<file path="config.mk">
export PLATFORM = sky130hd
export DESIGN_NAME = dcut_top
export DESIGN_NICKNAME = d
export VERILOG_FILES = /design/src/rtl/dcut_top.v
export VERILOG_INCLUDE_DIRS = /design/src /design/src/include
export SDC_FILE = /design/constraint.sdc
export NUM_CORES = 1
export LEC_CHECK = 0
export BUFFER_PORTS_ARGS = -buffer_cell sky130_fd_sc_hd__buf_2
export CAP_MARGIN = 30
export CORE_ASPECT_RATIO = 1.2
export CORE_MARGIN = 2
export CORE_UTILIZATION = 45
export CTS_CLUSTER_DIAMETER = 50
export DETAILED_ROUTE_END_ITERATION = 8
export GPL_TIMING_DRIVEN = 0
export PLACE_DENSITY = 0.73
export SYNTH_ARGS = -nofsm -noshare
export SYNTH_HDL_FRONTEND = slang
export SYNTH_SLANG_ARGS = --single-unit
</file>
<file path="constraint.sdc">
create_clock -name clock_i -period 8.21 [get_ports clock_i]
set_clock_uncertainty 0.15 [all_clocks]
set_input_delay 1.642 -clock clock_i [delete_from_list [all_inputs] [get_ports clock_i]]
set_output_delay 1.642 -clock clock_i [all_outputs]
set_load 0.02 [all_outputs]
</file>
<file path="src/include/dcut_defs.vh">
/*
 * Constants for the dual-channel serial block with timer:
 * register offsets, field positions, reset values, codes and rates.
 * Included by rtl/dcut_top.v and by the checker and bench; definitions only.
 */
`ifndef DCUT_DEFS_VH
`define DCUT_DEFS_VH

// register byte offsets on the apb bus
`define DCUT_OFS_MODE0 8'h00
`define DCUT_OFS_DATA0 8'h04
`define DCUT_OFS_STAT0 8'h08
`define DCUT_OFS_MODE1 8'h10
`define DCUT_OFS_DATA1 8'h14
`define DCUT_OFS_STAT1 8'h18
`define DCUT_OFS_TPRE 8'h20
`define DCUT_OFS_TDUTY 8'h24
`define DCUT_OFS_TCTL 8'h28
`define DCUT_OFS_TCNT 8'h2C
`define DCUT_OFS_ISTAT 8'h30
`define DCUT_OFS_IEN 8'h34
`define DCUT_OFS_ICLR 8'h38

// channel mode register fields
`define DCUT_M_LEN 1:0
`define DCUT_M_PAR 3:2
`define DCUT_M_STOP 8:4
`define DCUT_M_LOOP 10:9
`define DCUT_M_MDROP 11
`define DCUT_M_RXCS 15:12
`define DCUT_M_TXCS 19:16
`define DCUT_M_RTS 20
`define DCUT_M_CTSEN 21
`define DCUT_M_ADBIT 22
`define DCUT_M_TXEN 23
`define DCUT_M_RXEN 24
`define DCUT_MODE_W 25
`define DCUT_MODE_RST 25'h0000000

// parity and loop codes
`define DCUT_PAR_NONE 2'h0
`define DCUT_PAR_EVEN 2'h1
`define DCUT_PAR_ODD 2'h2
`define DCUT_LOOP_NORM 2'h0
`define DCUT_LOOP_ECHO 2'h1
`define DCUT_LOOP_LOCAL 2'h2
`define DCUT_LOOP_REMOTE 2'h3

// timer control fields, interrupt width
`define DCUT_T_MODE 0
`define DCUT_T_RUN 1
`define DCUT_IRQ_W 11
`define DCUT_IRQ_TMR 10

// queue depths, bit phases (sixteenths of a bit)
`define DCUT_TXQ_FULL 2'h2
`define DCUT_RXQ_FULL 3'h4
`define DCUT_PH_MID 4'h7
`define DCUT_PH_LAST 4'hF

// rates: 100 MHz system clock, 3.6864 MHz reference, x16 divide 6
`define DCUT_CLK_HZ 28'h5F5E100
`define DCUT_REF_HZ 28'h0384000
`define DCUT_BRG_LAST 3'h5

`endif

</file>
<file path="src/rtl/dcut_top.v">
/*
 * Dual-channel asynchronous serial block with a 16-bit timer/counter,
 * reached as an apb slave (zero wait states).
 * Assumes a 100 MHz clock_i, synchronous active-low reset, and serial
 * and modem inputs already synchronous to clock_i.
 *
 * // Function
 * // two full-duplex channels, each fully independent of the other
 * // character length of five to eight data bits per channel
 * // even, odd or no parity, added on send and checked on receive
 * // stop period up to two bits in sixteenth-bit steps
 * // four-character receive queue and two-character send queue
 * // receive errors raise interrupts, each source maskable
 * // normal, auto echo, local loopback and remote loopback modes
 * // multidrop mode: ninth bit marks address or data characters
 * // standard rates up to 38400 baud from a 3.6864 MHz reference
 * // receiver and transmitter each pick their own rate
 * // per-channel request-to-send output, clear-to-send input
 * // 16-bit timer/counter with counter and timer modes
 * // timer mode: baud source, periodic interrupt, pwm square
 * // counter mode counts down once and interrupts once
 * // low start, data lsb first, optional parity, high stop
 */
`timescale 1ns/1ps
`include "dcut_defs.vh"

module dcut_top (
  input wire clock_i,
  input wire nrst_i,
  input wire psel_i,
  input wire penable_i,
  input wire pwrite_i,
  input wire [7:0] paddr_i,
  input wire [31:0] pwdata_i,
  output reg [31:0] prdata_o,
  output wire pready_o,
  output wire pslverr_o,
  input wire [1:0] rxd_i,
  output wire [1:0] txd_o,
  input wire [1:0] cts_i,
  output wire [1:0] rts_o,
  output reg tmr_sq_o,
  output wire irq_o
);

localparam TX_IDLE = 3'h0;
localparam TX_START = 3'h1;
localparam TX_DATA = 3'h2;
localparam TX_PAR = 3'h3;
localparam TX_STOP = 3'h4;
localparam RX_IDLE = 2'h0;
localparam RX_START = 2'h1;
localparam RX_BITS = 2'h2;
localparam RX_STOP = 2'h3;

wire acc = psel_i & penable_i;
wire wr = acc & pwrite_i;
wire rd = acc & ~pwrite_i;
reg bad;
reg [31:0] rd_val;
wire [2*`DCUT_MODE_W-1:0] mode_all;
wire [17:0] data_all;
wire [11:0] stat_all;
wire [9:0] ch_evt;

// zero wait states keep the master simple; bad address gives slverr
assign pready_o = 1'b1;
assign pslverr_o = acc & bad;

// reference tick: fractional accumulator, 3.6864 MHz average rate
reg [27:0] racc;
reg ref_tk;
wire [27:0] racc_sum = racc + `DCUT_REF_HZ;
always @(posedge clock_i)
begin
  if (!nrst_i)
  begin
    racc <= 28'h0000000;
    ref_tk <= 1'b0;
  end
  else if (racc_sum >= `DCUT_CLK_HZ)
  begin
    racc <= racc_sum - `DCUT_CLK_HZ;
    ref_tk <= 1'b1;
  end
  else
  begin
    racc <= racc_sum;
    ref_tk <= 1'b0;
  end
end

// rate generator: x16 ticks for 38400 down to 300 baud
reg [2:0] bdiv6;
reg [6:0] bdiv;
wire w6 = ref_tk & (bdiv6 == `DCUT_BRG_LAST);
wire [7:0] rate_tk;
always @(posedge clock_i)
begin
  if (!nrst_i)
  begin
    bdiv6 <= 3'h0;
    bdiv <= 7'h00;
  end
  else if (ref_tk)
  begin
    bdiv6 <= w6 ? 3'h0 : bdiv6 + 3'h1;
    if (w6)
      bdiv <= bdiv + 7'h01;
  end
end
assign rate_tk[0] = w6;
genvar n;
generate
  for (n = 1; n < 8; n = n + 1)
  begin : g_rate
    assign rate_tk[n] = w6 & (&bdiv[n-1:0]);
  end
endgenerate

// timer/counter; counts reference ticks
reg [15:0] tpre;
reg [15:0] tduty;
reg [1:0] tctl;
reg [15:0] tcnt;
wire t_run = tctl[`DCUT_T_RUN];
wire t_tmode = tctl[`DCUT_T_MODE];
wire t_zero = t_run & ref_tk & (tcnt == 16'h0000);
wire tmr_tk = t_zero & t_tmode;
always @(posedge clock_i)
begin
  if (!nrst_i)
  begin
    tpre <= 16'hFFFF;
    tduty <= 16'h0000;
    tctl <= 2'h0;
    tcnt <= 16'h0000;
    tmr_sq_o <= 1'b0;
  end
  else
  begin
    if (wr && paddr_i == `DCUT_OFS_TPRE)
      tpre <= pwdata_i[15:0];
    if (wr && paddr_i == `DCUT_OFS_TDUTY)
      tduty <= pwdata_i[15:0];
    // a control write restarts from the preload
    if (wr && paddr_i == `DCUT_OFS_TCTL)
    begin
      tctl <= pwdata_i[1:0];
      tcnt <= tpre;
    end
    else if (t_zero)
    begin
      tcnt <= tpre;
      if (!t_tmode)
        tctl[`DCUT_T_RUN] <= 1'b0;
    end
    else if (t_run && ref_tk)
      tcnt <= tcnt - 16'h0001;
    tmr_sq_o <= t_run & t_tmode & (tcnt < tduty);
  end
end

// one channel per loop pass, no shared state between them
genvar c;
generate
  for (c = 0; c < 2; c = c + 1)
  begin : g_ch
    reg [`DCUT_MODE_W-1:0] mode;
    reg [8:0] tq [0:1];
    reg [8:0] rq [0:3];
    reg twp, trp, txd, tline, tnin;
    reg [1:0] tcnt_q, rwp, rrp, rst;
    reg [2:0] rcnt, tst;
    reg [4:0] tph;
    reg [3:0] tbit, rph, rbit;
    reg [7:0] tsh;
    reg [8:0] rsh;
    wire [7:0] o_md = c ? `DCUT_OFS_MODE1 : `DCUT_OFS_MODE0;
    wire [7:0] o_dt = c ? `DCUT_OFS_DATA1 : `DCUT_OFS_DATA0;
    wire [1:0] len = mode[`DCUT_M_LEN];
    wire [1:0] par = mode[`DCUT_M_PAR];
    wire [1:0] loop = mode[`DCUT_M_LOOP];
    wire mdrop = mode[`DCUT_M_MDROP];
    wire [3:0] rxcs = mode[`DCUT_M_RXCS];
    wire [3:0] txcs = mode[`DCUT_M_TXCS];
    wire [7:0] mask = 8'hFF >> (2'h3 - len);
    wire [3:0] nb = 4'h5 + {2'h0, len};
    wire has9 = mdrop | (par != `DCUT_PAR_NONE);
    wire [3:0] tot = nb + {3'h0, has9};
    // rate select: codes 8..15 take the timer, else the generator
    wire rx_tk = mode[`DCUT_M_RXEN] &
      (rxcs[3] ? tmr_tk : rate_tk[rxcs[2:0]]);
    wire tx_tk = txcs[3] ? tmr_tk : rate_tk[txcs[2:0]];
    wire [7:0] thd = tq[trp][7:0] & mask;
    wire tpar = (par == `DCUT_PAR_ODD) ? ~^thd : ^thd;
    wire tgo = tx_tk & (tst == TX_IDLE) & (tcnt_q != 2'h0) &
      mode[`DCUT_M_TXEN] &
      (~mode[`DCUT_M_CTSEN] | cts_i[c]);
    wire tph_end = tph[3:0] == `DCUT_PH_LAST;
    wire tdone = tx_tk & (tst == TX_STOP) &
      (tph == mode[`DCUT_M_STOP]);
    wire tpush = wr & (paddr_i == o_dt) & (tcnt_q != `DCUT_TXQ_FULL);
    // receive line per loop mode; remote loop hides the line
    wire rin = (loop == `DCUT_LOOP_LOCAL) ? tline :
      (loop == `DCUT_LOOP_REMOTE) ? 1'b1 : rxd_i[c];
    wire [8:0] al = rsh >> (4'h9 - tot);
    wire [7:0] rdat = al[7:0] & mask;
    wire ninb = al[nb];
    wire rpar = (par == `DCUT_PAR_ODD) ? ~^rdat : ^rdat;
    wire rend = rx_tk & (rst == RX_STOP) & (rph == `DCUT_PH_LAST);
    wire ovr = rend & (rcnt == `DCUT_RXQ_FULL);
    wire pe = rend & ~mdrop & (par != `DCUT_PAR_NONE) &
      (ninb != rpar);
    wire fe = rend & ~rin;
    wire rpop = rd & (paddr_i == o_dt) & (rcnt != 3'h0);

    // mode register and both queues
    always @(posedge clock_i)
    begin
      if (!nrst_i)
      begin
        mode <= `DCUT_MODE_RST;
        twp <= 1'b0;
        trp <= 1'b0;
        tcnt_q <= 2'h0;
        rwp <= 2'h0;
        rrp <= 2'h0;
        rcnt <= 3'h0;
      end
      else
      begin
        if (wr && paddr_i == o_md)
          mode <= pwdata_i[`DCUT_MODE_W-1:0];
        if (tpush)
        begin
          tq[twp] <= {mode[`DCUT_M_ADBIT], pwdata_i[7:0]};
          twp <= ~twp;
        end
        if (tgo)
          trp <= ~trp;
        tcnt_q <= tcnt_q + {1'b0, tpush} - {1'b0, tgo};
        // a full queue drops the new character, flagged as overrun
        if (rend && !ovr)
        begin
          rq[rwp] <= {mdrop & ninb, rdat};
          rwp <= rwp + 2'h1;
        end
        if (rpop)
          rrp <= rrp + 2'h1;
        rcnt <= rcnt + {2'h0, rend & ~ovr} - {2'h0, rpop};
      end
    end

    // transmitter, stepped on its x16 tick
    always @(posedge clock_i)
    begin
      if (!nrst_i)
      begin
        tst <= TX_IDLE;
        tline <= 1'b1;
        txd <= 1'b1;
        tph <= 5'h00;
        tbit <= 4'h0;
        tsh <= 8'h00;
        tnin <= 1'b0;
      end
      else
      begin
        if (tgo)
        begin
          tsh <= thd;
          tnin <= mdrop ? tq[trp][8] : tpar;
          tline <= 1'b0;
          tph <= 5'h00;
          tst <= TX_START;
        end
        else if (tx_tk && tst != TX_IDLE)
        begin
          tph <= (tph_end && tst != TX_STOP) ? 5'h00 : tph + 5'h01;
          case (tst)
            TX_START:
              if (tph_end)
              begin
                tline <= tsh[0];
                tbit <= 4'h0;
                tst <= TX_DATA;
              end
            TX_DATA:
              if (tph_end && tbit == nb - 4'h1)
              begin
                tline <= has9 ? tnin : 1'b1;
                tst <= has9 ? TX_PAR : TX_STOP;
              end
              else if (tph_end)
              begin
                tsh <= tsh >> 1;
                tline <= tsh[1];
                tbit <= tbit + 4'h1;
              end
            TX_PAR:
              if (tph_end)
              begin
                tline <= 1'b1;
                tst <= TX_STOP;
              end
            TX_STOP:
              if (tdone)
                tst <= TX_IDLE;
            default:
              tst <= TX_IDLE;
          endcase
        end
        // echo and remote loop send the line back, mark in local loop
        case (loop)
          `DCUT_LOOP_NORM: txd <= tline;
          `DCUT_LOOP_LOCAL: txd <= 1'b1;
          default: txd <= rxd_i[c];
        endcase
      end
    end

    // receiver: start checked at half bit, then sampled at mid-bit
    always @(posedge clock_i)
    begin
      if (!nrst_i)
      begin
        rst <= RX_IDLE;
        rph <= 4'h0;
        rbit <= 4'h0;
        rsh <= 9'h000;
      end
      else if (rx_tk)
      begin
        rph <= rph + 4'h1;
        case (rst)
          RX_IDLE:
          begin
            rph <= 4'h0;
            if (!rin)
              rst <= RX_START;
          end
          RX_START:
            if (rph == `DCUT_PH_MID)
            begin
              rph <= 4'h0;
              rbit <= 4'h0;
              rst <= rin ? RX_IDLE : RX_BITS; // noise rejects start
            end
          RX_BITS:
            if (rph == `DCUT_PH_LAST)
            begin
              rsh <= {rin, rsh[8:1]};
              rbit <= rbit + 4'h1;
              if (rbit == tot - 4'h1)
                rst <= RX_STOP;
            end
          RX_STOP:
            if (rph == `DCUT_PH_LAST)
              rst <= RX_IDLE;
          default:
            rst <= RX_IDLE;
        endcase
      end
    end

    assign txd_o[c] = txd;
    assign rts_o[c] = mode[`DCUT_M_RTS];
    assign mode_all[c*`DCUT_MODE_W +: `DCUT_MODE_W] = mode;
    assign data_all[c*9 +: 9] = rq[rrp];
    assign stat_all[c*6 +: 6] = {tst == TX_IDLE, tcnt_q, rcnt};
    assign ch_evt[c*5 +: 5] = {fe, pe, ovr, tdone, rend};
  end
endgenerate

// sticky interrupt status; a new event wins over a clear
reg [`DCUT_IRQ_W-1:0] istat;
reg [`DCUT_IRQ_W-1:0] ien;
wire [`DCUT_IRQ_W-1:0] evt = {t_zero, ch_evt};
wire [`DCUT_IRQ_W-1:0] iclr =
  (wr && paddr_i == `DCUT_OFS_ICLR) ? pwdata_i[`DCUT_IRQ_W-1:0] :
  {`DCUT_IRQ_W{1'b0}};
always @(posedge clock_i)
begin
  if (!nrst_i)
  begin
    istat <= {`DCUT_IRQ_W{1'b0}};
    ien <= {`DCUT_IRQ_W{1'b0}};
  end
  else
  begin
    istat <= (istat & ~iclr) | evt;
    if (wr && paddr_i == `DCUT_OFS_IEN)
      ien <= pwdata_i[`DCUT_IRQ_W-1:0];
  end
end
assign irq_o = |(istat & ien);

// read decode; data is captured in the setup cycle
always @*
begin
  bad = 1'b0;
  rd_val = 32'h00000000;
  case (paddr_i)
    `DCUT_OFS_MODE0: rd_val = {7'h00, mode_all[24:0]};
    `DCUT_OFS_MODE1: rd_val = {7'h00, mode_all[49:25]};
    `DCUT_OFS_DATA0: rd_val = {23'h000000, data_all[8:0]};
    `DCUT_OFS_DATA1: rd_val = {23'h000000, data_all[17:9]};
    `DCUT_OFS_STAT0: rd_val = {26'h0000000, stat_all[5:0]};
    `DCUT_OFS_STAT1: rd_val = {26'h0000000, stat_all[11:6]};
    `DCUT_OFS_TPRE: rd_val = {16'h0000, tpre};
    `DCUT_OFS_TDUTY: rd_val = {16'h0000, tduty};
    `DCUT_OFS_TCTL: rd_val = {30'h00000000, tctl};
    `DCUT_OFS_TCNT: rd_val = {16'h0000, tcnt};
    `DCUT_OFS_ISTAT: rd_val = {21'h000000, istat};
    `DCUT_OFS_IEN: rd_val = {21'h000000, ien};
    `DCUT_OFS_ICLR: rd_val = 32'h00000000; // write-only
    default: bad = 1'b1;
  endcase
end

always @(posedge clock_i)
begin
  if (!nrst_i)
    prdata_o <= 32'h00000000;
  else if (psel_i && !penable_i)
    prdata_o <= rd_val;
end

endmodule // dcut_top

</file>
==> results of run 1 <==
[logic make-up (layout without fill, tap and decap cells)]
kind of cell	count (synthesis)	in the layout	synth area share, %
mux	148	148	8.60
simple gates	860	860	19.1
fa+ha+maj	66	66	4.18
other cells	2	8	0.0367
flops	399	399	44.3
compound gates	441	441	13.8
buf+inv	197	362	3.98
xor+xnor	138	138	6.04
[layout by cell type, fill, tap and decap left out, types with 65 or more instances in the layout]
cell type and instances:
nand2_1 339, dfxtp_1 291, inv_1 65, mux2i_1 105
buf_2 86, nand3_1 73, o21ai_0 72, a21oi_1 155
xnor2_1 92, nor2_1 233, clkbuf_1 103, edfxtp_1 108
[worst paths after layout]
| check | to | slack [ps] | depth (start not counted) |
|---|---|---|---|
| hold reg to reg | g_ch[0].tsh[6]$_SDFFE_PN0P_ | 310 | 2 |
| setup / recovery | pslverr_o | 2700 | 8 |
| setup reg to reg | istat[3]$_SDFF_PN0_ | 3390 | 14 |
| hold / removal | g_ch[0].tsh[6]$_SDFFE_PN0P_ | 310 | 2 |
[per-layer routing]
layer / up-vias / track usage [%] / routed length, um
li1: 8183 / - / -
met1: 8441 / 33.3 / 25700
met2: 717 / 43.4 / 29500
met3: 228 / 5.58 / 4990
met4: 4 / 18.6 / 4710
met5: - / 0 / 19
[synth_stat cells, drive strengths merged (7+ instances only)]
master | instances | area [um^2]
nand2 | 340 | 1280
and3 | 23 | 144
a211oi | 26 | 195
edfxtp | 108 | 3240
a22o | 7 | 61.3
a21o | 12 | 90.1
o211ai | 13 | 97.6
o21ai | 76 | 384
a221oi | 12 | 105
nor3b | 15 | 113
a21oi | 155 | 776
or3 | 14 | 87.6
xnor2 | 92 | 806
a31oi | 14 | 87.6
nor2b | 15 | 96.3
and2 | 25 | 159
clkbuf | 97 | 364
nor4 | 12 | 75.1
nand4 | 11 | 68.8
mux4 | 20 | 450
ha | 62 | 776
dfxtp | 291 | 5830
nand2b | 21 | 131
o22ai | 16 | 100
nor3 | 44 | 220
xor2 | 44 | 385
mux2i | 105 | 1050
a22oi | 38 | 285
inv | 66 | 248
mux2 | 23 | 259
nor2 | 234 | 881
nand3 | 73 | 365
nand3b | 7 | 52.6
buf | 34 | 203
[flip-flops by register name, indices dropped and copies added (netlist names), 7 cells and up, named ones only]
register and cells:
bdiv 7, g_ch.mode 50, g_ch.rbit 8, g_ch.rph 8, g_ch.rq 72, g_ch.rsh 18, g_ch.tbit 8, g_ch.tph 10
g_ch.tq 36, g_ch.tsh 16, ien 11, istat 11, prdata_o 25, racc 20, tcnt 16, tduty 16
tpre 16
[worst max-delay path, delay by kind of cell]
kind                   cells  cell delay, ps
buffers and inverters      4            1190
and+or+nand+nor            4             880
[power groups by stage]
stage,clock [mW],combinational (mW),sequential (mW)
2_1_floorplan,0,0.0878,2.06
5_1_grt,2.29,0.180,2.02
6_report,2.19,0.173,2.02
3_5_place_dp,0,0.167,2.07
3_3_place_gp,0,0.163,2.07
4_1_cts,2.22,0.167,2.02
[metrics by stage]
step	worst slack (ps)	instances	cell area (um^2)
global placement	2400	2937	21600
detailed placement	2850	2943	21700
floorplan	3570	2257	20500
finish	2700	3031	23300
global route	2640	3031	23300
CTS	2860	3031	23300
[cell type report]
cell class                 instances  area (um^2)  area share, %
inverter                          66          248           1.06
timing repair buffer              77          400           1.72
clock inverter                    31          374           1.61
buffer                           131          567           2.43
clock buffer                      57         1260           5.43
sequential                       399         9070           38.9
multi-input combinational       1661        10600           45.5
tap                              609          762           3.27
==> key figures, run 1 <==
Run status
  – Status: completed

Final layout
  – Area Growth Syn to Fin: 13.8%
  – FILL cells: ~4100
  – Layout cells sized above 1: just over 10%
  – NumNets Final: between 2000 and 2500
  – Diodes inserted: 0
  – Final Util: around half

Pwr
  – Switching Fraction: about a quarter
  – Pleak: 8.54 nW
  – Max VDD drop: between 0.0001 and 0.00015 V
  – Cell Int Power: about 3.4 mW
  – Logic pwr share: 3.9%
  – Flop pwr share: a little under half
  – Clock Power Share: 50.0%
  – Sw power: slightly above 1 mW
  – PwrDens: 188 nW/um^2
  – Power, Total: 4.39 mW

Global routing
  – Overall routing resource usage: ~27%
  – First-pass GRT wire length: between 90000 and 100000 um
  – Largest net degree at the start of global routing: 16
  – Initial antenna violation count: 2
  – Global route overflow: 0
  – Vias in the first global route: 16891

Logic synthesis
  – Yosys warnings: 0
  – Ys flop type: dfxtp_1
  – Synth Instances: between 2000 and 2500
  – Mapped Area: just over 20000 um^2
  – Avg Synthesized Cell Area: around 9 um^2
  – Cell variety after synth: 88
  – Seq cells post-synth: 399
  – Number of synthesized flops with an enable pin: ~110
  – Post-synthesis sequential area ratio: roughly 44%
  – Post-synthesis async set-or-reset flop share: 0%

Critical path
  – Worst path max stage delay: about 550 ps
  – CP Data Arrival Time: ~3700 ps
  – Startpoint type of the worst setup path: primary input
  – R2r startpoint: g_ch[0].mode[11]$_SDFFE_PN0P_
  – Crit path cell chain: buf_2 > clkbuf_1 > nor2b_1 > nand2_1 > clkbuf_1 > nor2_1 > nor3_1 > buf_2
  – WS Path Type: primary input to output pin
  – Worst Setup SP: paddr_i[3]
  – Largest fanout on the critical path: 10
  – Critical Path Sink Type: output pin
  – Slowest-stage cell, CP: clkbuf_1
  – WP data required: approximately 6400 ps

Floorplan
  – DIE WIDTH: between 150 and 200 um
  – DIE AREA: between 40000 and 50000 um^2
  – Die height: approximately 240 um
  – Initial Util: between 40% and 50%
  – Core Box Area: ~45000 um^2
  – IO Count: 89
  – Num rows: 85

Drt
  – Post-Route WL: 64800 um
  – Vias per cell: 5.80
  – DR pass1 iterations: 6
  – DR DRC count: 0
  – Wirelength per Cell: 21.4 um
  – Vias: around 18000
  – Post-route ant nets: 0
  – Detailed Route Iter0 Violations: between 1000 and 1500

Clock tree
  – CTS max path bufs: 3
  – Post-CTS Hold Fix Bufs: 0
  – Total clock sinks: about 400
  – Root Buffer: clkbuf_16
  – Clock Latency Late Sink: approximately 610 ps
  – Postcts setup bufs: 0
  – CTS tree: built
  – CTS Buf Count: 47
  – H-tree levels: 2
  – Clock transition at path regs: approximately 60 ps
  – Post-CTS sizing: 0

Worst hold path
  – Worst hold path class: flip-flop to flip-flop
  – Worst hold start: g_ch[0].tsh[6]$_SDFFE_PN0P_

Timing
  – Fin crit period: 5510 ps
  – Final period util: between 60% and 70%
  – Pins Over Slew Limit: 0
  – Final setup vio count: 0
  – Setup_tns: 0 ps
  – Min Hold Slack: between 300 and 400 ps
  – RSZ-0062 raised after global routing: false
  – Slew HR: 29.6%
  – Final hold vios: 0
  – Max Clk Rate: approximately 180 MHz
  – Worst-Margin Slew: about 1000 ps

Placed design
  – IO buf count: ~70
  – Routability cong.: around 1.0
  – Post-DP HPWL: 48100 um

Run
  – Max-Cap Viols: 0
(Power assumes the default switching activity.)
==> run 2: changes to the inputs <==
- PLACE_DENSITY: 0.73 -> 0.76
- clock period: 8.21 -> 4.4 ns (I/O delays scaled with it)
==> run 2 against run 1 <==
  * Global-route usage increased by 0.35 points
  * Non-clock buffer count is 1 higher
  * Largest cell class unchanged
  * Cell count shrank 0.13%
  * Die area unchanged
  * Flip-flop and latch count stayed put
  * Highest routed layer unchanged
  * Sequential share of layout area hardly changed
  * Hold slack lost 1.8 ps
  * Clock power is 79% higher
  * Critical path depth rose by 6
  * Sequential power is 87% higher
==> key figures, run 2 (synthesis results as in run 1) <==
Global routing
  – First-pass GRT wire length: 99400 um (+1.6%)
  – Initial antenna violation count: 2 (unchanged)
  – Overall routing resource usage: 27.7% (+0.35 points)
  – Global route overflow: 0 (unchanged)
  – Largest net degree at the start of global routing: 15 (-1)
  – Vias in the first global route: 17065 (+1.0%)

Timing
  – Pins Over Slew Limit: 0 (unchanged)
  – Max Clk Rate: between 200 and 250 MHz
  – RSZ-0062 raised after global routing: false
  – Setup_tns: 0 ps (unchanged)
  – Worst-Margin Slew: 1100 ps (+56.4 ps)
  – Slew HR: 26.4% (-3.2 points)
  – Fin crit period: between 4000 and 5000 ps
  – Min Hold Slack: 308 ps (-1.82 ps)
  – Final setup vio count: 0 (unchanged)
  – Final hold vios: 0 (unchanged)
  – Final period util: 96.0%

Pwr
  – Switching Fraction: 23.1% (-0.24 points)
  – Flop pwr share: 47.2% (+1.1 points)
  – Clock Power Share: 48.8% (-1.2 points)
  – Cell Int Power: 6.16 mW (+83%)
  – Max VDD drop: 0.000252 V (+100%)
  – Sw power: 1.85 mW (+81%)
  – Logic pwr share: 4.1% (+0.2 points)
  – PwrDens: 344 nW/um^2 (+83%)
  – Pleak: 8.55 nW (about the same)

Placed design
  – IO buf count: 71 (unchanged)
  – Post-DP HPWL: 49100 um (+2.0%)
  – Routability cong.: 1.01 (-0.68%)

Floorplan
  – Initial Util: 45.6% (unchanged)
  – IO Count: 89 (unchanged)
  – Core Box Area: 44900 um^2 (unchanged)
  – Num rows: 85 (unchanged)
  – DIE WIDTH: 199 um (unchanged)
  – Die height: 238 um (unchanged)
  – DIE AREA: 47200 um^2 (unchanged)

Clock tree
  – Total clock sinks: 399 (unchanged)
  – Post-CTS Hold Fix Bufs: 0 (unchanged)
  – Clock transition at path regs: 60 ps (about the same)
  – CTS Buf Count: 47 (unchanged)
  – Clock Latency Late Sink: 580 ps (-30 ps)
  – H-tree levels: 2 (unchanged)
  – CTS tree: built
  – Root Buffer: clkbuf_16
  – CTS max path bufs: 3 (unchanged)

Drt
  – Detailed Route Iter0 Violations: 1566 (+10%)
  – DR pass1 iterations: 5 (-1)
  – DR DRC count: 0 (unchanged)
  – Vias: 17833 (+1.5%)
  – Wirelength per Cell: 21.8 um (+2.1%)
  – Vias per cell: 5.89 (+1.6%)
  – Post-route ant nets: 0 (unchanged)
  – Post-Route WL: 66100 um (+1.9%)

Run
  – Max-Cap Viols: 0 (unchanged)

Critical path
  – WS Path Type: flip-flop to flip-flop
  – Largest fanout on the critical path: 10 (unchanged)
  – WP data required: 4720 ps (-1700 ps)
  – Critical Path Sink Type: flip-flop
  – CP Data Arrival Time: 4540 ps (+820 ps)
  – Startpoint type of the worst setup path: flip-flop

Final layout
  – Max FFs per register: 72 (unchanged)
  – Biggest register: g_ch.rq
  – Leading cell type in the layout, fill and taps excluded: nand2_1
  – NumNets Final: 2499 (+0.040%)
  – Area Growth Syn to Fin: 13.7% (about the same)
  – Layout cells sized above 1: 10.8% (+0.55 points)
  – Most frequent cells in the layout: nand2_1, dfxtp_1, nor2_1
  – FILL cells: 4054 (-0.49%)
  – Multi-input logic area: 10700 um^2 (+0.76%)
  – Diodes inserted: 0 (unchanged)
  – Registers with the most flip-flops: g_ch.rq (72), g_ch.mode (50), g_ch.tq (36)
  – Sequential Area: 9070 um^2 (about the same)

Worst hold path
  – Worst hold path class: flip-flop to flip-flop

Run status
  – Status: completed
[run 2: cell types whose count changed in the layout (fill, tap and decap cells not counted), moves of 3 or more]
cell        previous run  this run
clkinvlp_2             3         0
nor3_1                44        40
clkinv_2               4         7
clkinv_4               3         0
inv_6                  2         6
dfxtp_2                0         3
dfxtp_1              291       288
clkinvlp_4             7         1
nor3_2                 0         3
clkbuf_4               0         3
[run 2: timing repair]
action | in CTS | in global routing
setup endpoints to repair | 5 | 6
buffers inserted | 0 | 1
resized for setup | 8 | 21
pin swaps | 0 | 4
[run 2: power groups by stage]
stage                     Sequential [mW]  Combinational [mW]  Clock (mW)
final                                3.78               0.324        3.91
after global placement               3.85               0.306           0
after CTS                            3.77               0.312        3.93
after detailed placement             3.85               0.311           0
after floorplan                      3.85               0.164           0
after global routing                 3.77               0.335        4.08
[run 2: routing by layer]
layer  share of wire, %  vias up  wire length, um  track usage, %
met5              0.039        -               26               0
met2                 47      741            30800            45.5
met3                7.0      213             4650            4.14
met1                 41     8667            26800            35.0
met4                5.7        4             3780            14.7
li1                   -     8208                -               -
[run 2: worst paths after layout]
path | from | cells after the start | to | slack, ps
setup / recovery | g_ch[0].mode[11]$_SDFFE_PN0P_ | 14 | istat[3]$_SDFF_PN0_ | 180
hold / removal | g_ch[0].tsh[6]$_SDFFE_PN0P_ | 2 | g_ch[0].tsh[6]$_SDFFE_PN0P_ | 310
setup reg to reg | g_ch[0].mode[11]$_SDFFE_PN0P_ | 14 | istat[3]$_SDFF_PN0_ | 180
hold reg to reg | g_ch[0].tsh[6]$_SDFFE_PN0P_ | 2 | g_ch[0].tsh[6]$_SDFFE_PN0P_ | 310
[run 2: metrics by stage]
step                      setup WS (ps)  std cells  total power, mW  util [%]  instance area, um^2
final                               175       3027             8.01      51.9                23300
after global placement             -720       2937             4.16      48.1                21600
after detailed placement           -312       2942             4.16      48.2                21600
after global routing               24.8       3027             8.19      51.9                23300
after floorplan                     500       2257             4.02         -                20500
after CTS                          11.3       3025             8.02      51.7                23200
[run 2: area by class of cell]
cell class	count	area share (%)
buffer	131	2.48
clock buffer	59	5.33
clock inverter	24	1.24
inverter	66	1.06
multi-input combinational	1661	45.9
sequential	399	39.0
tap	609	3.27
timing repair buffer	78	1.74
[run 2: critical path, cell delays in order (launching register included)]
cell	delay, ps
dfxtp_2	390
or3_4	420
ha_1	200
fa_1	470
clkbuf_4	180
inv_2	80
ha_1	310
buf_2	180
or3_4	400
nor3_2	170
a211oi_2	80
xnor2_1	190
xnor3_1	450
xnor2_2	190
a31o_2	240
==> run 3: changes to the inputs <==
- CELL_PAD_IN_SITES_DETAIL_PLACEMENT: unset -> 1
- CELL_PAD_IN_SITES_GLOBAL_PLACEMENT: unset -> 1
- CORE_UTILIZATION: 45 -> 30
- PLACE_DENSITY: 0.76 -> 0.68
==> run 3 against run 2 <==
  * Total power rose by 2.7%
  * Combinational power is 4% higher
  * Critical endpoint unchanged
  * Maximum frequency about the same
  * Design area rose by 2.6%
  * Global-route usage shrank 6.7 points
  * First-iteration DRC count is 34% lower
  * Critical path depth unchanged
  * Routed wire length up 14%
  * Core utilization shrank 16 points
  * Register-to-register slack about the same
  * Cell count rose by 10%
==> key figures, run 3 (synthesis results as in run 1) <==
Run status
  – Status: completed

Final layout
  – Max FFs per register: 72 (unchanged)
  – Registers with the most flip-flops: g_ch.rq (72), g_ch.mode (50), g_ch.tq (36)
  – Biggest register: g_ch.rq
  – Most frequent cells in the layout: nand2_1, dfxtp_1, nor2_1
  – Diodes inserted: 0 (unchanged)
  – Area Growth Syn to Fin: 16.7%
  – Final non-filler cell area: 23900 um^2 (+2.6%)
  – Leading cell type in the layout, fill and taps excluded: nand2_1
  – Layout cells sized above 1: 11.6% (+0.74 points)
  – FILL cells: 7790 (+92%)
  – NumNets Final: 2510 (+0.44%)

Clock tree
  – CTS tree: built
  – Clock Latency Late Sink: 610 ps (+30 ps)
  – Clock transition at path regs: 60 ps (about the same)
  – Root Buffer: clkbuf_16
  – Total clock sinks: 399 (unchanged)
  – H-tree levels: 2 (unchanged)
  – CTS max path bufs: 3 (unchanged)
  – Post-CTS Hold Fix Bufs: 0 (unchanged)
  – CTS Buf Count: 50 (+6.4%)

Global routing
  – Global route overflow: 0 (unchanged)
  – Largest net degree at the start of global routing: 14 (-1)
  – Initial antenna violation count: 1 (-1)
  – Overall routing resource usage: 21.0% (-6.7 points)
  – First-pass GRT wire length: 114000 um (+15%)
  – Vias in the first global route: 18654 (+9.3%)

Placed design
  – Worst slack, placed: -465 ps (-153 ps)
  – Routability cong.: 0.971 (-4.1%)
  – IO buf count: 71 (unchanged)
  – Post-DP HPWL: 57200 um (+17%)
  – Dpl cell area: 22100 um^2 (+1.9%)

Critical path
  – Largest fanout on the critical path: 10 (unchanged)
  – Crit path buffers/inverters: 3 (unchanged)
  – FF-to-FF path depth: 14 (unchanged)
  – Crit path cell chain: or3_4 > ha_1 > fa_1 > buf_6 > inv_2 > ha_1 > buf_4 > or3_4 > nor3_4 > a211oi_2 > xnor2_1 > xnor3_1 > xnor2_2 > a31o_2
  – WS Path Type: flip-flop to flip-flop
  – CP Data Arrival Time: 4580 ps (+40 ps)
  – Worst path max stage delay: 510 ps (+40 ps)
  – WP data required: 4750 ps (+30 ps)
  – Worst R2R Setup Slack: 180 ps (about the same)
  – Startpoint type of the worst setup path: flip-flop
  – R2r startpoint: g_ch[0].mode[2]$_SDFFE_PN0P_
  – Critical Path Sink Type: flip-flop
  – Kind of cell adding the most delay to the critical path: simple AND/OR/NAND/NOR gates
  – Slowest-stage cell, CP: fa_1
  – Reg-to-reg endpoint: istat[3]$_SDFF_PN0_

Timing
  – Final hold vios: 0 (unchanged)
  – Pins Over Slew Limit: 0 (unchanged)
  – Slew HR: 29.0% (+2.6 points)
  – Final Worst Setup Slack: 177 ps (+1.35 ps)
  – Min Hold Slack: 307 ps (-0.921 ps)
  – Max Clk Rate: 237 MHz (about the same)
  – Final period util: 96.0% (about the same)
  – Fin crit period: 4220 ps (-1.35 ps)
  – Final setup vio count: 0 (unchanged)
  – Worst-Margin Slew: 1060 ps (-39.2 ps)

Drt
  – Wire length on met3: 3160 um (-32%)
  – DR DRC count: 0 (unchanged)
  – Detailed Route Iter0 Violations: 1035 (-34%)
  – Vias: 17698 (-0.76%)
  – Post-Route WL: 75100 um (+14%)
  – Wirelength per Cell: 22.5 um (+3.1%)
  – M1 WL: 31100 um (+16%)
  – WL met2: 36800 um (+20%)
  – Top Layer Used: met5
  – Post-route ant nets: 0 (unchanged)
  – DR pass1 iterations: 5 (unchanged)
  – Vias per cell: 5.30 (-10%)

Floorplan
  – DIE AREA: 70300 um^2 (+49%)
  – Initial Util: 30.4% (-15 points)
  – IO Count: 89 (unchanged)
  – DIE WIDTH: 242 um (+22%)
  – Die height: 290 um (+22%)
  – Num rows: 104 (+22%)
  – Core Box Area: 67300 um^2 (+50%)

Worst hold path
  – Worst hold path class: flip-flop to flip-flop
  – Worst Hold Path EP: prdata_o[10]$_SDFFE_PN0P_
  – Worst hold stages: 2 (unchanged)
  – Worst hold start: prdata_o[10]$_SDFFE_PN0P_

Pwr
  – PwrDens: 344 nW/um^2 (about the same)
  – Max VDD drop: 0.000261 V (+3.6%)
  – Power, Total: 8.22 mW (+2.7%)
  – Pleak: 8.65 nW (+1.2%)

Run
  – Max-Cap Viols: 0 (unchanged)
-- run 3: routing by layer --
layer / global-route usage (%) / vias up
met5: 0 / -
met2: 36.8 / 425
met4: 10.3 / 2
li1: - / 8227
met1: 25.0 / 8875
met3: 3.12 / 169
-- run 3: final cells by class --
class / count / area (um^2) / area share, %
Multi-Input combinational cell: 1661 / 10700 / 44.8
Sequential cell: 399 / 9080 / 38.0
Clock buffer: 67 / 1410 / 5.89
Tap cell: 901 / 1130 / 4.72
Buffer: 131 / 583 / 2.44
Timing Repair Buffer: 86 / 494 / 2.07
Inverter: 66 / 248 / 1.04
Clock inverter: 26 / 244 / 1.02
-- run 3: worst max path at each step --
stage | from | cells after the start | endpoint
3_3_place_gp | paddr_i[5] | 6 | g_ch[0].tq[0][7]$_DFFE_PP_
4_1_cts | g_ch[0].mode[11]$_SDFFE_PN0P_ | 14 | istat[3]$_SDFF_PN0_
6_report | g_ch[0].mode[2]$_SDFFE_PN0P_ | 14 | istat[3]$_SDFF_PN0_
3_5_place_dp | g_ch[0].mode[11]$_SDFFE_PN0P_ | 14 | istat[3]$_SDFF_PN0_
2_1_floorplan | g_ch[0].mode[11]$_SDFFE_PN0P_ | 14 | istat[3]$_SDFF_PN0_
5_1_grt | g_ch[0].mode[2]$_SDFFE_PN0P_ | 14 | istat[3]$_SDFF_PN0_
-- run 3: worst register-to-register path, stage by stage (launching register included) --
cell,delay (ps)
dfxtp_2,350
or3_4,420
ha_1,210
fa_1,510
buf_6,140
inv_2,70
ha_1,310
buf_4,180
or3_4,400
nor3_4,210
a211oi_2,80
xnor2_1,190
xnor3_1,450
xnor2_2,180
a31o_2,250
-- run 3: metrics by stage --
step | cells | util (%) | setup TNS [ps]
finish | 3337 | 35.5 | 0
global route | 3337 | 35.5 | -0.139
CTS | 3330 | 35.3 | 0
detailed placement | 3236 | 32.8 | -7150
global placement | 3229 | 32.7 | -23360
floorplan | 2257 | - | 0
-- run 3: power by group --
part | internal, mW | total [mW] | switching (mW) | leakage (nW)
clock | 2.39 | 4.11 | 1.72 | 0.791
sequential | 3.76 | 3.77 | 0.00928 | 3.35
combinational | 0.0854 | 0.338 | 0.252 | 4.51
-- run 3: what timing repair did --
action | CTS | global route
gates resized for setup | 15 | 21
pin swaps | 1 | 6
endpoints found under the setup margin | 6 | 6
buffers inserted | 1 | 5
cloned | 0 | 0
